**src/include/stmr_pkg.sv**
```systemverilog
`default_nettype none

package stmr_pkg;

    // ------------------------------------------------------------
    // geometry
    // ------------------------------------------------------------
    localparam int NCH   = 2;
    localparam int NEV   = 3;
    localparam int ADR_W = 8;

    // ------------------------------------------------------------
    // register byte offsets
    // ------------------------------------------------------------
    localparam logic [ADR_W-1:0] OFS_CTRL   = 8'h60;
    localparam logic [ADR_W-1:0] OFS_CLR    = 8'h6C;
    localparam logic [ADR_W-1:0] OFS_STAT   = 8'h70;
    localparam logic [ADR_W-1:0] OFS_IEN    = 8'h74;
    localparam logic [ADR_W-1:0] OFS_IDIS   = 8'h78;
    localparam logic [ADR_W-1:0] OFS_IMASK  = 8'h7C;
    localparam logic [ADR_W-1:0] OFS_SETUP0 = 8'h80;
    localparam logic [ADR_W-1:0] OFS_PRE0   = 8'h84;
    localparam logic [ADR_W-1:0] OFS_SETUP1 = 8'h88;
    localparam logic [ADR_W-1:0] OFS_PRE1   = 8'h8C;
    localparam logic [ADR_W-1:0] OFS_CNT0   = 8'h90;
    localparam logic [ADR_W-1:0] OFS_CNT1   = 8'h94;

    // ------------------------------------------------------------
    // field positions
    // ------------------------------------------------------------
    localparam int CTRL_SRST    = 0;
    localparam int CTRL_EN0     = 1;
    localparam int CTRL_DIS0    = 2;
    localparam int CTRL_EN1     = 3;
    localparam int CTRL_DIS1    = 4;
    localparam int EV_END       = 0;
    localparam int EV_DRST      = 1;
    localparam int EV_LOAD      = 2;
    localparam int STAT_ON_LSB  = 24;

    // ------------------------------------------------------------
    // reset values
    // ------------------------------------------------------------
    localparam logic [15:0]        PRE_RST  = 16'h0000;
    localparam logic [NCH*NEV-1:0] MASK_RST = 6'h00;

    typedef enum logic [3:0] {
        R_NONE, R_CTRL, R_CLR, R_STAT, R_IEN, R_IDIS, R_IMASK,
        R_SETUP0, R_PRE0, R_SETUP1, R_PRE1, R_CNT0, R_CNT1
    } stmr_reg_t;

    typedef struct packed {
        logic              cyc;
        logic              stb;
        logic              we;
        logic [3:0]        sel;
        logic [ADR_W-1:0]  adr;
        logic [31:0]       dat;
    } stmr_wb_req_t;

    // same bit layout as the clock setup register, bits 18:0
    typedef struct packed {
        logic [10:0] core_divider_value;
        logic [1:0]  spare;
        logic        auto_reload;
        logic        clock_source_select;
        logic [3:0]  div_exp;
    } stmr_setup_t;

    typedef struct packed {
        stmr_setup_t setup;
        logic [15:0] preload;
        logic        channel_on_status;
        logic [15:0] count;
        logic [11:0] core_cnt;
        logic [14:0] pre_cnt;
    } stmr_chan_t;

    typedef struct packed {
        logic                 ack;
        logic [31:0]          dat;
        logic                 irq;
        logic [NCH*NEV-1:0]   mask;
        logic [NCH*NEV-1:0]   status;
        logic                 lf_prev;
        stmr_chan_t [NCH-1:0] ch;
    } stmr_state_t;

endpackage

`default_nettype wire

```
**src/core/stmr_core.sv**
```systemverilog
// How it works
// [RULE1] three mask bits per channel: end, divider reset, loaded; 1 passes, 0 blocks
// [RULE2] counter tick is divider clock divided by two to the divide exponent
// [RULE3] source select 0 picks the core divider, 1 the low frequency clock
// [RULE4] auto reload 1 reloads preload value when the counter is at zero
// [RULE5] core divider clock is core clock over two times field plus one
// [RULE6] clock setup writes are taken only while the channel is off
// [RULE7] sixteen bit read/write preload value is the counter start value
// [RULE8] read-only register per channel shows the live counter value
// [RULE9] end-of-count flag sets when the counter counts down to zero
// [RULE10] per-channel status bit reads 1 when on, 0 when off
// [RULE11] without reload the counter decrements per tick and holds at zero
//
// Implementation choice: register access over Wishbone.
`timescale 1ns/10ps
`default_nettype none

module stmr_core (
    // clock and reset
    input  wire logic                 clk_i,
    input  wire logic                 rst_i,
    // wishbone slave
    input  wire stmr_pkg::stmr_wb_req_t wb_req_i,
    output logic                      wb_ack_o,
    output logic [31:0]               wb_dat_o,
    // low frequency clock, sampled
    input  wire logic                 lf_clk_i,
    // interrupt
    output logic                      irq_o
);

    // ------------------------------------------------------------
    // helpers
    // ------------------------------------------------------------
    function automatic stmr_pkg::stmr_reg_t reg_decode(input logic [stmr_pkg::ADR_W-1:0] a);
        unique case (a)
            stmr_pkg::OFS_CTRL:   reg_decode = stmr_pkg::R_CTRL;
            stmr_pkg::OFS_CLR:    reg_decode = stmr_pkg::R_CLR;
            stmr_pkg::OFS_STAT:   reg_decode = stmr_pkg::R_STAT;
            stmr_pkg::OFS_IEN:    reg_decode = stmr_pkg::R_IEN;
            stmr_pkg::OFS_IDIS:   reg_decode = stmr_pkg::R_IDIS;
            stmr_pkg::OFS_IMASK:  reg_decode = stmr_pkg::R_IMASK;
            stmr_pkg::OFS_SETUP0: reg_decode = stmr_pkg::R_SETUP0;
            stmr_pkg::OFS_PRE0:   reg_decode = stmr_pkg::R_PRE0;
            stmr_pkg::OFS_SETUP1: reg_decode = stmr_pkg::R_SETUP1;
            stmr_pkg::OFS_PRE1:   reg_decode = stmr_pkg::R_PRE1;
            stmr_pkg::OFS_CNT0:   reg_decode = stmr_pkg::R_CNT0;
            stmr_pkg::OFS_CNT1:   reg_decode = stmr_pkg::R_CNT1;
            default:              reg_decode = stmr_pkg::R_NONE;
        endcase
    endfunction

    // byte lane merge of a write into the old word
    function automatic logic [31:0] lane_merge(input logic [31:0] old_v,
                                               input logic [31:0] new_v,
                                               input logic [3:0]  sel);
        logic [31:0] r;
        r = old_v;
        for (int b = 0; b < 4; b++) begin
            if (sel[b]) begin
                r[b*8 +: 8] = new_v[b*8 +: 8];
            end
        end
        return r;
    endfunction

    // last prescale count before a counter tick
    function automatic logic [14:0] pre_last(input logic [3:0] e);
        logic [15:0] p;
        p = (16'h0001 << e) - 16'h0001;
        return p[14:0];
    endfunction

    // ------------------------------------------------------------
    // state
    // ------------------------------------------------------------
    stmr_pkg::stmr_state_t st_r;
    stmr_pkg::stmr_state_t st_nxt;
    stmr_pkg::stmr_state_t st_rst;

    stmr_pkg::stmr_reg_t   rsel;
    logic                  req;
    logic                  wr_acc;
    logic [31:0]           wdat;
    logic                  lf_rise;
    logic                  soft_rst;
    logic [stmr_pkg::NCH-1:0] core_tick;
    logic [stmr_pkg::NCH-1:0] src_tick;
    logic [stmr_pkg::NCH-1:0] cnt_tick;
    logic [stmr_pkg::NCH-1:0] en_req;
    logic [stmr_pkg::NCH-1:0] dis_req;
    logic [stmr_pkg::NCH-1:0] start;
    logic [stmr_pkg::NCH-1:0] setup_wr;
    logic [stmr_pkg::NCH*stmr_pkg::NEV-1:0] ev;
    logic [stmr_pkg::NCH*stmr_pkg::NEV-1:0] clr;
    logic [31:0]           rdat;

    always_comb begin
        st_rst         = '0;
        st_rst.mask    = stmr_pkg::MASK_RST;
        st_rst.ch[0].preload = stmr_pkg::PRE_RST;
        st_rst.ch[1].preload = stmr_pkg::PRE_RST;
    end

    // ------------------------------------------------------------
    // next state
    // ------------------------------------------------------------
    always_comb begin
        st_nxt    = st_r;
        req       = wb_req_i.cyc && wb_req_i.stb;
        rsel      = reg_decode(wb_req_i.adr);
        // write lands on the edge where the master sees ack
        wr_acc    = req && st_r.ack && wb_req_i.we;
        wdat      = lane_merge(32'h0000_0000, wb_req_i.dat, wb_req_i.sel);
        lf_rise   = lf_clk_i && !st_r.lf_prev;
        soft_rst  = wr_acc && (rsel == stmr_pkg::R_CTRL) && wdat[stmr_pkg::CTRL_SRST];
        ev        = '0;
        clr       = '0;
        core_tick = '0;
        src_tick  = '0;
        cnt_tick  = '0;
        en_req    = '0;
        dis_req   = '0;
        start     = '0;
        setup_wr  = '0;
        st_nxt.lf_prev = lf_clk_i;

        if (wr_acc && rsel == stmr_pkg::R_CTRL) begin
            en_req  = {wdat[stmr_pkg::CTRL_EN1],  wdat[stmr_pkg::CTRL_EN0]};
            dis_req = {wdat[stmr_pkg::CTRL_DIS1], wdat[stmr_pkg::CTRL_DIS0]};
        end
        setup_wr[0] = wr_acc && rsel == stmr_pkg::R_SETUP0;
        setup_wr[1] = wr_acc && rsel == stmr_pkg::R_SETUP1;

        for (int c = 0; c < stmr_pkg::NCH; c++) begin
            // dividers are held cleared while the channel is off
            if (!st_r.ch[c].channel_on_status) begin
                st_nxt.ch[c].core_cnt = '0;
                st_nxt.ch[c].pre_cnt  = '0;
            end else begin
                // [RULE5] core divider period
                core_tick[c] = st_r.ch[c].core_cnt ==
                               {st_r.ch[c].setup.core_divider_value, 1'b1};
                st_nxt.ch[c].core_cnt = core_tick[c] ? 12'h000 :
                                        st_r.ch[c].core_cnt + 12'h001;
                // [RULE3] divider clock source
                src_tick[c] = st_r.ch[c].setup.clock_source_select ? lf_rise : core_tick[c];
                // [RULE2] power of two prescale
                if (src_tick[c]) begin
                    cnt_tick[c] = st_r.ch[c].pre_cnt == pre_last(st_r.ch[c].setup.div_exp);
                    st_nxt.ch[c].pre_cnt = cnt_tick[c] ? 15'h0000 :
                                           st_r.ch[c].pre_cnt + 15'h0001;
                end
                if (cnt_tick[c]) begin
                    if (st_r.ch[c].count == 16'h0000) begin
                        // [RULE4] reload at zero
                        if (st_r.ch[c].setup.auto_reload) begin
                            st_nxt.ch[c].count = st_r.ch[c].preload;
                            ev[c*stmr_pkg::NEV + stmr_pkg::EV_LOAD] = 1'b1;
                        end
                    end else begin
                        // [RULE11] plain decrement, sticks at zero
                        st_nxt.ch[c].count = st_r.ch[c].count - 16'h0001;
                        // [RULE9] end of count event
                        if (st_r.ch[c].count == 16'h0001) begin
                            ev[c*stmr_pkg::NEV + stmr_pkg::EV_END] = 1'b1;
                        end
                    end
                end
            end

            // disable wins over enable when both are written
            if (dis_req[c]) begin
                st_nxt.ch[c].channel_on_status = 1'b0;
                st_nxt.ch[c].core_cnt = '0;
                st_nxt.ch[c].pre_cnt  = '0;
                ev[c*stmr_pkg::NEV + stmr_pkg::EV_DRST] = 1'b1;
            end else if (en_req[c] && !st_r.ch[c].channel_on_status) begin
                // [RULE7] start from the preload value
                start[c] = 1'b1;
                st_nxt.ch[c].channel_on_status = 1'b1;
                st_nxt.ch[c].count    = st_r.ch[c].preload;
                st_nxt.ch[c].core_cnt = '0;
                st_nxt.ch[c].pre_cnt  = '0;
                ev[c*stmr_pkg::NEV + stmr_pkg::EV_LOAD] = 1'b1;
            end

            // [RULE6] setup locked while running
            if (setup_wr[c] && !st_r.ch[c].channel_on_status) begin
                st_nxt.ch[c].setup = stmr_pkg::stmr_setup_t'(lane_merge(
                    32'(st_r.ch[c].setup), wb_req_i.dat, wb_req_i.sel));
            end
        end

        if (wr_acc && rsel == stmr_pkg::R_PRE0) begin
            st_nxt.ch[0].preload = 16'(lane_merge({16'h0000, st_r.ch[0].preload},
                                                  wb_req_i.dat, wb_req_i.sel));
        end
        if (wr_acc && rsel == stmr_pkg::R_PRE1) begin
            st_nxt.ch[1].preload = 16'(lane_merge({16'h0000, st_r.ch[1].preload},
                                                  wb_req_i.dat, wb_req_i.sel));
        end
        if (wr_acc && rsel == stmr_pkg::R_CLR) begin
            clr = wdat[stmr_pkg::NCH*stmr_pkg::NEV-1:0];
        end
        // [RULE1] mask set and clear
        if (wr_acc && rsel == stmr_pkg::R_IEN) begin
            st_nxt.mask = st_r.mask | wdat[stmr_pkg::NCH*stmr_pkg::NEV-1:0];
        end
        if (wr_acc && rsel == stmr_pkg::R_IDIS) begin
            st_nxt.mask = st_r.mask & ~wdat[stmr_pkg::NCH*stmr_pkg::NEV-1:0];
        end
        // a new event beats a clear in the same cycle
        st_nxt.status = (st_r.status & ~clr) | ev;

        // read data
        rdat = 32'h0000_0000;
        unique case (rsel)
            stmr_pkg::R_STAT: begin
                rdat[stmr_pkg::NCH*stmr_pkg::NEV-1:0] = st_r.status;
                // [RULE10] running status bits
                rdat[stmr_pkg::STAT_ON_LSB]     = st_r.ch[0].channel_on_status;
                rdat[stmr_pkg::STAT_ON_LSB + 1] = st_r.ch[1].channel_on_status;
            end
            stmr_pkg::R_IMASK:  rdat[stmr_pkg::NCH*stmr_pkg::NEV-1:0] = st_r.mask;
            stmr_pkg::R_SETUP0: rdat = 32'(st_r.ch[0].setup);
            stmr_pkg::R_SETUP1: rdat = 32'(st_r.ch[1].setup);
            stmr_pkg::R_PRE0:   rdat = {16'h0000, st_r.ch[0].preload};
            stmr_pkg::R_PRE1:   rdat = {16'h0000, st_r.ch[1].preload};
            // [RULE8] live counter values
            stmr_pkg::R_CNT0:   rdat = {16'h0000, st_r.ch[0].count};
            stmr_pkg::R_CNT1:   rdat = {16'h0000, st_r.ch[1].count};
            default:            rdat = 32'h0000_0000;
        endcase

        if (soft_rst) begin
            st_nxt = st_rst;
        end
        // unmapped and write-only offsets answer with zero data
        st_nxt.ack = req && !st_r.ack;
        st_nxt.dat = (req && !st_r.ack && !wb_req_i.we) ? rdat : 32'h0000_0000;
        st_nxt.irq = |(st_nxt.status & st_nxt.mask);
    end

    always_ff @(posedge clk_i) begin
        if (rst_i) begin
            st_r <= '0;
        end else begin
            st_r <= st_nxt;
        end
    end

    assign wb_ack_o = st_r.ack;
    assign wb_dat_o = st_r.dat;
    assign irq_o    = st_r.irq;

    logic quiet;
    assign quiet = !wr_acc;
endmodule

`default_nettype wire

```
**config.mk**
```make
export PLATFORM = sky130hd
export DESIGN_NAME = stmr_core
export DESIGN_NICKNAME = d
export VERILOG_FILES = /design/src/include/stmr_pkg.sv /design/src/core/stmr_core.sv
export SDC_FILE = /design/constraint.sdc
export NUM_CORES = 1
export LEC_CHECK = 0
export CAP_MARGIN = 10
export CORE_MARGIN = 2
export CORE_UTILIZATION = 65
export DETAILED_ROUTE_END_ITERATION = 12
export DONT_BUFFER_PORTS = 1
export PLACE_DENSITY_LB_ADDON = 0.25
export SLEW_MARGIN = 25
export SYNTH_ARGS = -nofsm -noshare
export SYNTH_HDL_FRONTEND = slang
export SYNTH_SLANG_ARGS = --single-unit
```
**constraint.sdc**
```tcl
create_clock -name clk_i -period 3.7 [get_ports clk_i]
set_input_delay 0.74 -clock clk_i [delete_from_list [all_inputs] [get_ports clk_i]]
set_output_delay 0.74 -clock clk_i [all_outputs]
set_load 0.01 [all_outputs]
```
==> After elaboration in Yosys (flattened, before gate mapping) <==
Cells that the tools add are included.
{ "totals": {"reg_bits": 194, "inputBits": 50, "output_inout_bits": 34, "word_cells": 204} }
{ "classes": {"addsub": 8, "eq_ne": 30, "n_shift": 2, "mux": 76, "bitwise": 11, "reduce_logical": 46} }
{ "op_table": {"columns": ["operator", "n"], "rows": [
  ["2-to-1 mux 16 bit", 12],
  ["2-to-1 mux 171 bit", 1],
  ["2-to-1 mux 27 bit", 4],
  ["2-to-1 mux 44 bit", 2],
  ["case mux 13 bit (6 select lines)", 1],
  ["2-to-1 mux 8 bit", 8],
  ["2-to-1 mux 15 bit", 4],
  ["equality test 8 x 7 -> 1 bit (second input constant)", 6],
  ["equality test 8 bit (second input constant)", 6],
  ["case mux 4 bit (12 select lines)", 1],
  ["case mux 6 bit (8 select lines)", 1],
  ["2-to-1 mux 19 bit", 2],
  ["equality test 16 x 1 -> 1 bit (second input constant)", 2],
  ["zero test 16 bit", 2],
  ["subtractor 16 x 1 -> 16 bit (second input constant)", 2],
  ["adder 15 x 1 -> 15 bit (second input constant)", 2],
  ["equality test 15 bit", 2],
  ["2-to-1 mux 1 bit", 30],
  ["<< shifter 1 x 4 -> 15 bit (first input constant)", 2],
  ["subtractor 15 x 1 -> 15 bit (second input constant)", 2],
  ["adder 12 x 1 -> 12 bit (second input constant)", 2],
  ["equality test 12 bit", 2],
  ["2-to-1 mux 12 bit", 2],
  ["2-to-1 mux 6 bit", 4],
  ["17 further kinds", 71]
]} }

==> Longest topological paths before layout <==
{ "logic_depth": {"word_depth": 13, "depth_mapped": 16, "depth_no_buf": 11} }

==> Least setup slack after synthesis <==
OpenSTA, ideal clock, no wires.
{ "synth_path": {"path_type": "register to register", "from": "reg st_r[60] (netlist name)", "to": "reg st_r[40] (netlist name)", "setup_time_ns": 0.079, "arrival_ns": 3.124, "required_ns": 3.621, "path_slack_ns": 0.497, "path_stages_with_launch": 17, "n_path_buf": 5, "period_less_slack_ns": 3.203, "cell_sequence": "dfxtp_1 -> buf_2 -> buf_2 -> nor4_2 -> inv_1 -> ha_1 -> buf_2 -> buf_2 -> nor4_1 -> o211a_1 -> a211oi_1 -> nor4_2 -> and2_1 -> buf_2 -> a31oi_1 -> a311o_1 -> o211ai_1"} }
{ "synth_via": {"elab_chain_len": 9} }
{ "synth_rtl": {"columns": ["element", "line_no", "text"], "rows": [
  ["start: declaration", "stmr_core.sv:77", "stmr_pkg::stmr_state_t st_r;"],
  ["start signal: assignment", "stmr_core.sv:249", "st_r <= st_nxt;"],
  ["<< shifter 1 x 4 -> 15 bit *", "stmr_core.sv:70", "p = (16'h0001 << e) - 16'h0001;"],
  ["subtractor 15 x 1 -> 15 bit *", "stmr_core.sv:70", null],
  ["equality test 15 bit *", "stmr_core.sv:150", "cnt_tick[c] = st_r.ch[c].pre_cnt == pre_last(st_r.ch[c].setup.div_exp);"],
  ["2-to-1 mux 1 bit *", "stmr_core.sv:149", "if (src_tick[c]) begin"],
  ["2-to-1 mux 1 bit *", "stmr_core.sv:137", "if (!st_r.ch[c].channel_on_status) begin"],
  ["2-to-1 mux 16 bit *", "stmr_core.sv:154", "if (cnt_tick[c]) begin"],
  ["2-to-1 mux 16 bit *", "stmr_core.sv:137", null],
  ["2-to-1 mux 44 bit", "stmr_core.sv:178", "end else if (en_req[c] && !st_r.ch[c].channel_on_status) begin"],
  ["2-to-1 mux 16 bit *", "stmr_core.sv:173", "if (dis_req[c]) begin"]
]} }
Mark *: on every way between the ends. The rest lies on a longest branch, timed or not. The select of a mux whose other input is x is not followed.
A chain may end at the register's enable or synchronous reset.

==> Worst setup path after layout <==
{ "layout_path": {"from": "reg st_r[139] (netlist name)", "to": "reg st_r (netlist bit irq_o)"} }
{ "layout_via": {"elab_chain_len": 13, "elab_cells_between_ends": 15, "cone_classes": "add/sub: 1; eq/ne: 1; shift: 1; mux: 9; bitwise: 2; reduce/logical: 1"} }
{ "layout_rtl": {"columns": ["element", "line_no", "text"], "rows": [
  ["<< shifter 1 x 4 -> 15 bit *", "stmr_core.sv:70", null],
  ["subtractor 15 x 1 -> 15 bit *", "stmr_core.sv:70", null],
  ["equality test 15 bit *", "stmr_core.sv:150", null],
  ["2-to-1 mux 1 bit *", "stmr_core.sv:149", null],
  ["2-to-1 mux 1 bit *", "stmr_core.sv:137", null],
  ["2-to-1 mux 1 bit", "stmr_core.sv:154", null],
  ["2-to-1 mux 1 bit", "stmr_core.sv:137", null],
  ["2-to-1 mux 1 bit", "stmr_core.sv:178", null],
  ["2-to-1 mux 1 bit", "stmr_core.sv:173", null],
  ["bitwise OR 6 bit *", "stmr_core.sv:214", "st_nxt.status = (st_r.status & ~clr) | ev;"],
  ["2-to-1 mux 171 bit *", "stmr_core.sv:236", "if (soft_rst) begin"],
  ["bitwise AND 6 bit *", "stmr_core.sv:242", "st_nxt.irq = |(st_nxt.status & st_nxt.mask);"],
  ["OR reduction 6 bit *", "stmr_core.sv:242", null]
]} }
Marked as above.

==> impl_metrics.py <==
metrics = {
    "die": {
        "dieWidth_um": 139,
        "io_pins": 84,
        "row_count": 49,
        "start_util": 0.659,
        "die_area_mm2": 0.0192,
        "die_h_um": 139,
        "coreArea_mm2": 0.0179,
    },
    "global_routing": {
        "antenna_found_initial": 0,
        "grt-ovfl-total": 0,
        "grt_pass1_wl_mm": 53.5,
        "grt_pass1_vias": 10300,
        "grt_start_max_net_pins": 49,
        "grt_usage": 0.341,
    },
    "sta": {
        "setup_ws_ns": 0.205,
        "hold_viol_final": 0,
        "worstMarginPinSlew_ns": 0.852,
        "relSlewSlack": 0.429,
        "min_period_ns": 3.49,
        "timing.fmax_mhz": 286,
        "setup_viol": 0,
        "final.setup.tns_ns": 0,
        "fin_crit_sh": 0.945,
        "drv_slew": 0,
        "rsz0062_at_grt": "no",
        "clock-skew-final_ns": 0.0115,
    },
    "final_layout": {
        "syn2layout_area_growth_pct": 5.83,
        "diodes": 0,
        "drive_above_1_share": 0.100,
        "ff_latch_area_mm2": 0.00388,
        "final_nets": 1456,
        "fill_cells": 1435,
        "multi_input_area_mm2": 0.00721,
    },
    "setup_path": {
        "worst_r2r_path_depth": 13,
        "required_ns": 4.04,
        "crit_chain": "nor2_1 > nand2_1 > ha_1 > buf_4 > and2_1 > o21ba_1 > or3_4 > a2111oi_4 > nand4_4 > o41ai_4 > buf_4 > o21ai_1 > o211ai_1",
        "cp_slowest_cell": "o41ai_4",
        "path_class": "flop to flop",
        "slowest_delay_ns": 0.49,
        "r2r_slack_ns": 0.21,
        "cp_common_cell": "buf_4",
        "crit_fanout": 10,
        "r2r_end": "irq_o",
        "critPathArrivalTime_ns": 3.83,
        "end_kind": "flop",
        "cp-start-kind": "flop",
        "r2r-start": "st_r[139]",
    },
    "drt": {
        "vias_per_cell": 6.74,
        "detail-route-antenna-nets": 0,
        "drc": 0,
        "dr_total_vias": 11000,
        "drtIter0Drc": 1312,
        "wl_per_cell_um": 20.2,
        "dr.pass1.iters": 7,
        "wl_mm": 33.0,
    },
    "yosys": {
        "yosys.area.top_type": "dfxtp_1",
        "syn_area_mm2": 0.0118,
        "async_reset_ff_frac": 0,
        "synth-seq-cells": 194,
        "synth_cell_type_count": 98,
        "yosys_warnings": 0,
        "yosys.area.top_type_share": 0.329,
        "ys.flop_type": "dfxtp_1",
        "synth_edf_count": 0,
        "seq_area_frac_synth": 0.329,
        "synth.avg_cell_area_um2": 8.16,
        "synthCells": 1446,
        "yosys.cell_count.top_type": "nor2_1",
        "ys_top_cells_by_area": "dfxtp_1 33%, nor2_1 6.6%, mux2i_1 6.6%, a21oi_1 3.5%, xnor2_1 3.4%",
        "synth.top_cells.by_count": "209 x nor2_1, 194 x dfxtp_1, 93 x nand2_1",
    },
    "worst_hold_path": {
        "whs_path_depth": 1,
        "whs_endpoint": "st_r[165]",
        "hold_start": "rst_i",
        "hp-class": "primary input to flop",
    },
    "clock_tree": {
        "clock_path_buffers": 2,
        "cts.sinks": 194,
        "worstSkewPairLatency_ns": 0.44,
        "cts_inserted_buffers": 17,
        "h-tree-depth": 4,
        "cts_tree": "yes",
        "clock-root-buffer": "clkbuf_16",
        "clkTransAtPathRegs_ns": 0.08,
    },
    "placement": {
        "portBuffers": 0,
        "place_congestion": 0.960,
        "dp_hpwl_mm": 23.8,
        "dp_slack_ns": 0.210,
    },
    "pwr": {
        "pwr_density_cell_mw_per_mm2": 328,
        "ir_drop_v": 0.000360,
        "p_leak_nw": 4.43,
    },
    "outcome": {
        "status": "complete, no violations",
    },
    "run": {
        "cap_viol_max_count": 0,
    },
}
-- how the worst max path moves through the flow --
stage / slack, ns / end / from
3_3_place_gp: 0.34 / st_r[115] / st_r[139]
3_5_place_dp: 0.21 / st_r[35] / st_r[61]
5_1_grt: 0.03 / irq_o / st_r[139]
2_1_floorplan: 0.50 / st_r[40] / st_r[60]
4_1_cts: 0.18 / st_r[35] / st_r[61]
6_report: 0.21 / irq_o / st_r[139]
-- stage by stage --
stage                      util  instances  instance area [um^2]  hold WS, ns  total power, mW
after CTS                 0.696       1636                 12500        0.363             4.11
after global routing      0.698       1636                 12500        0.371             4.19
final                     0.698       1636                 12500        0.365             4.10
after floorplan               -       1456                 11800        0.438             2.22
after global placement    0.662       1604                 11800        0.468             2.21
after detailed placement  0.662       1604                 11800        0.466             2.22
-- kinds of logic after synthesis --
kind of cell,synth area share
DFF,0.329
buffers and inverters,0.0660
muxes,0.0910
xor gates and xnor gates,0.0579
other,0.000318
AOI/OAI and AO/OA,0.182
adders and majority gates,0.0127
and+or+nand+nor,0.261
-- final cells by class --
cell class,count,share of cell area
clock buffers,19,0.0363
repair buffers,46,0.0287
well taps,229,0.0229
flip-flops and latches,194,0.311
multi-input cells,1102,0.578
inverters,33,0.00992
clock inverters,13,0.0134
-- state kept, by name (all words and copies together), names as in the netlist --
signal	cells
st_r	171
wb_ack_o	1
irq_o	1
wb_dat_o	21
-- layer usage --
layer  up-vias  global-route usage  wire length (um)
li1       5108                   -                 -
met1      5211               0.458             13700
met2       590               0.532             14800
met3       114              0.0701              3130
met4         0               0.153              1360
met5         -                   0                 0
-- cell usage in the layout (no fill, tap or decap), types with 11 or more instances in the layout --
| master | synthesis | routed |
|---|---|---|
| nor2_1 | 209 | 207 |
| dfxtp_1 | 194 | 194 |
| nand2_1 | 93 | 93 |
| a21oi_1 | 82 | 81 |
| mux2i_1 | 78 | 78 |
| nand3_1 | 65 | 64 |
| o21ai_0 | 54 | 54 |
| xnor2_1 | 46 | 46 |
| buf_4 | 36 | 45 |
| nor3_1 | 32 | 32 |
| xor2_1 | 32 | 32 |
| inv_1 | 31 | 31 |
| and3_1 | 32 | 31 |
| nor4_1 | 23 | 23 |
| nand4_1 | 21 | 21 |
| and2_1 | 18 | 18 |
| clkbuf_16 | 0 | 17 |
| a22oi_1 | 15 | 15 |
| mux4_2 | 12 | 12 |
| o21ai_1 | 12 | 12 |
| nand2b_1 | 11 | 11 |
| a31oi_1 | 11 | 11 |
| ha_1 | 12 | 11 |
| conb_1 | 1 | 11 |
-- report_power, final --
part / switching, mW / internal [mW] / leakage (nW) / total [mW]
registers: 0.00103 / 2.09 / 1.56 / 2.09
clock network: 0.870 / 1.06 / 0.301 / 1.93
logic: 0.0537 / 0.0269 / 2.56 / 0.0806
-- what timing repair did --
action,in CTS,in global routing
hold buffers,0,0
setup endpoints to repair,0,30
gates resized for setup,0,8
setup buffers,0,0
-- critical path: cells and delay by family, from the launching register on --
family                   cells  cell delay [ns]
AO/OA/AOI/OAI                5             1.29
AND/OR/NAND/NOR              5             1.06
flip-flops                   1             0.42
buffers and inverters        2             0.37
adder cells (fa/ha/maj)      1             0.23
Note: power is estimated with default switching activity, not from simulation.
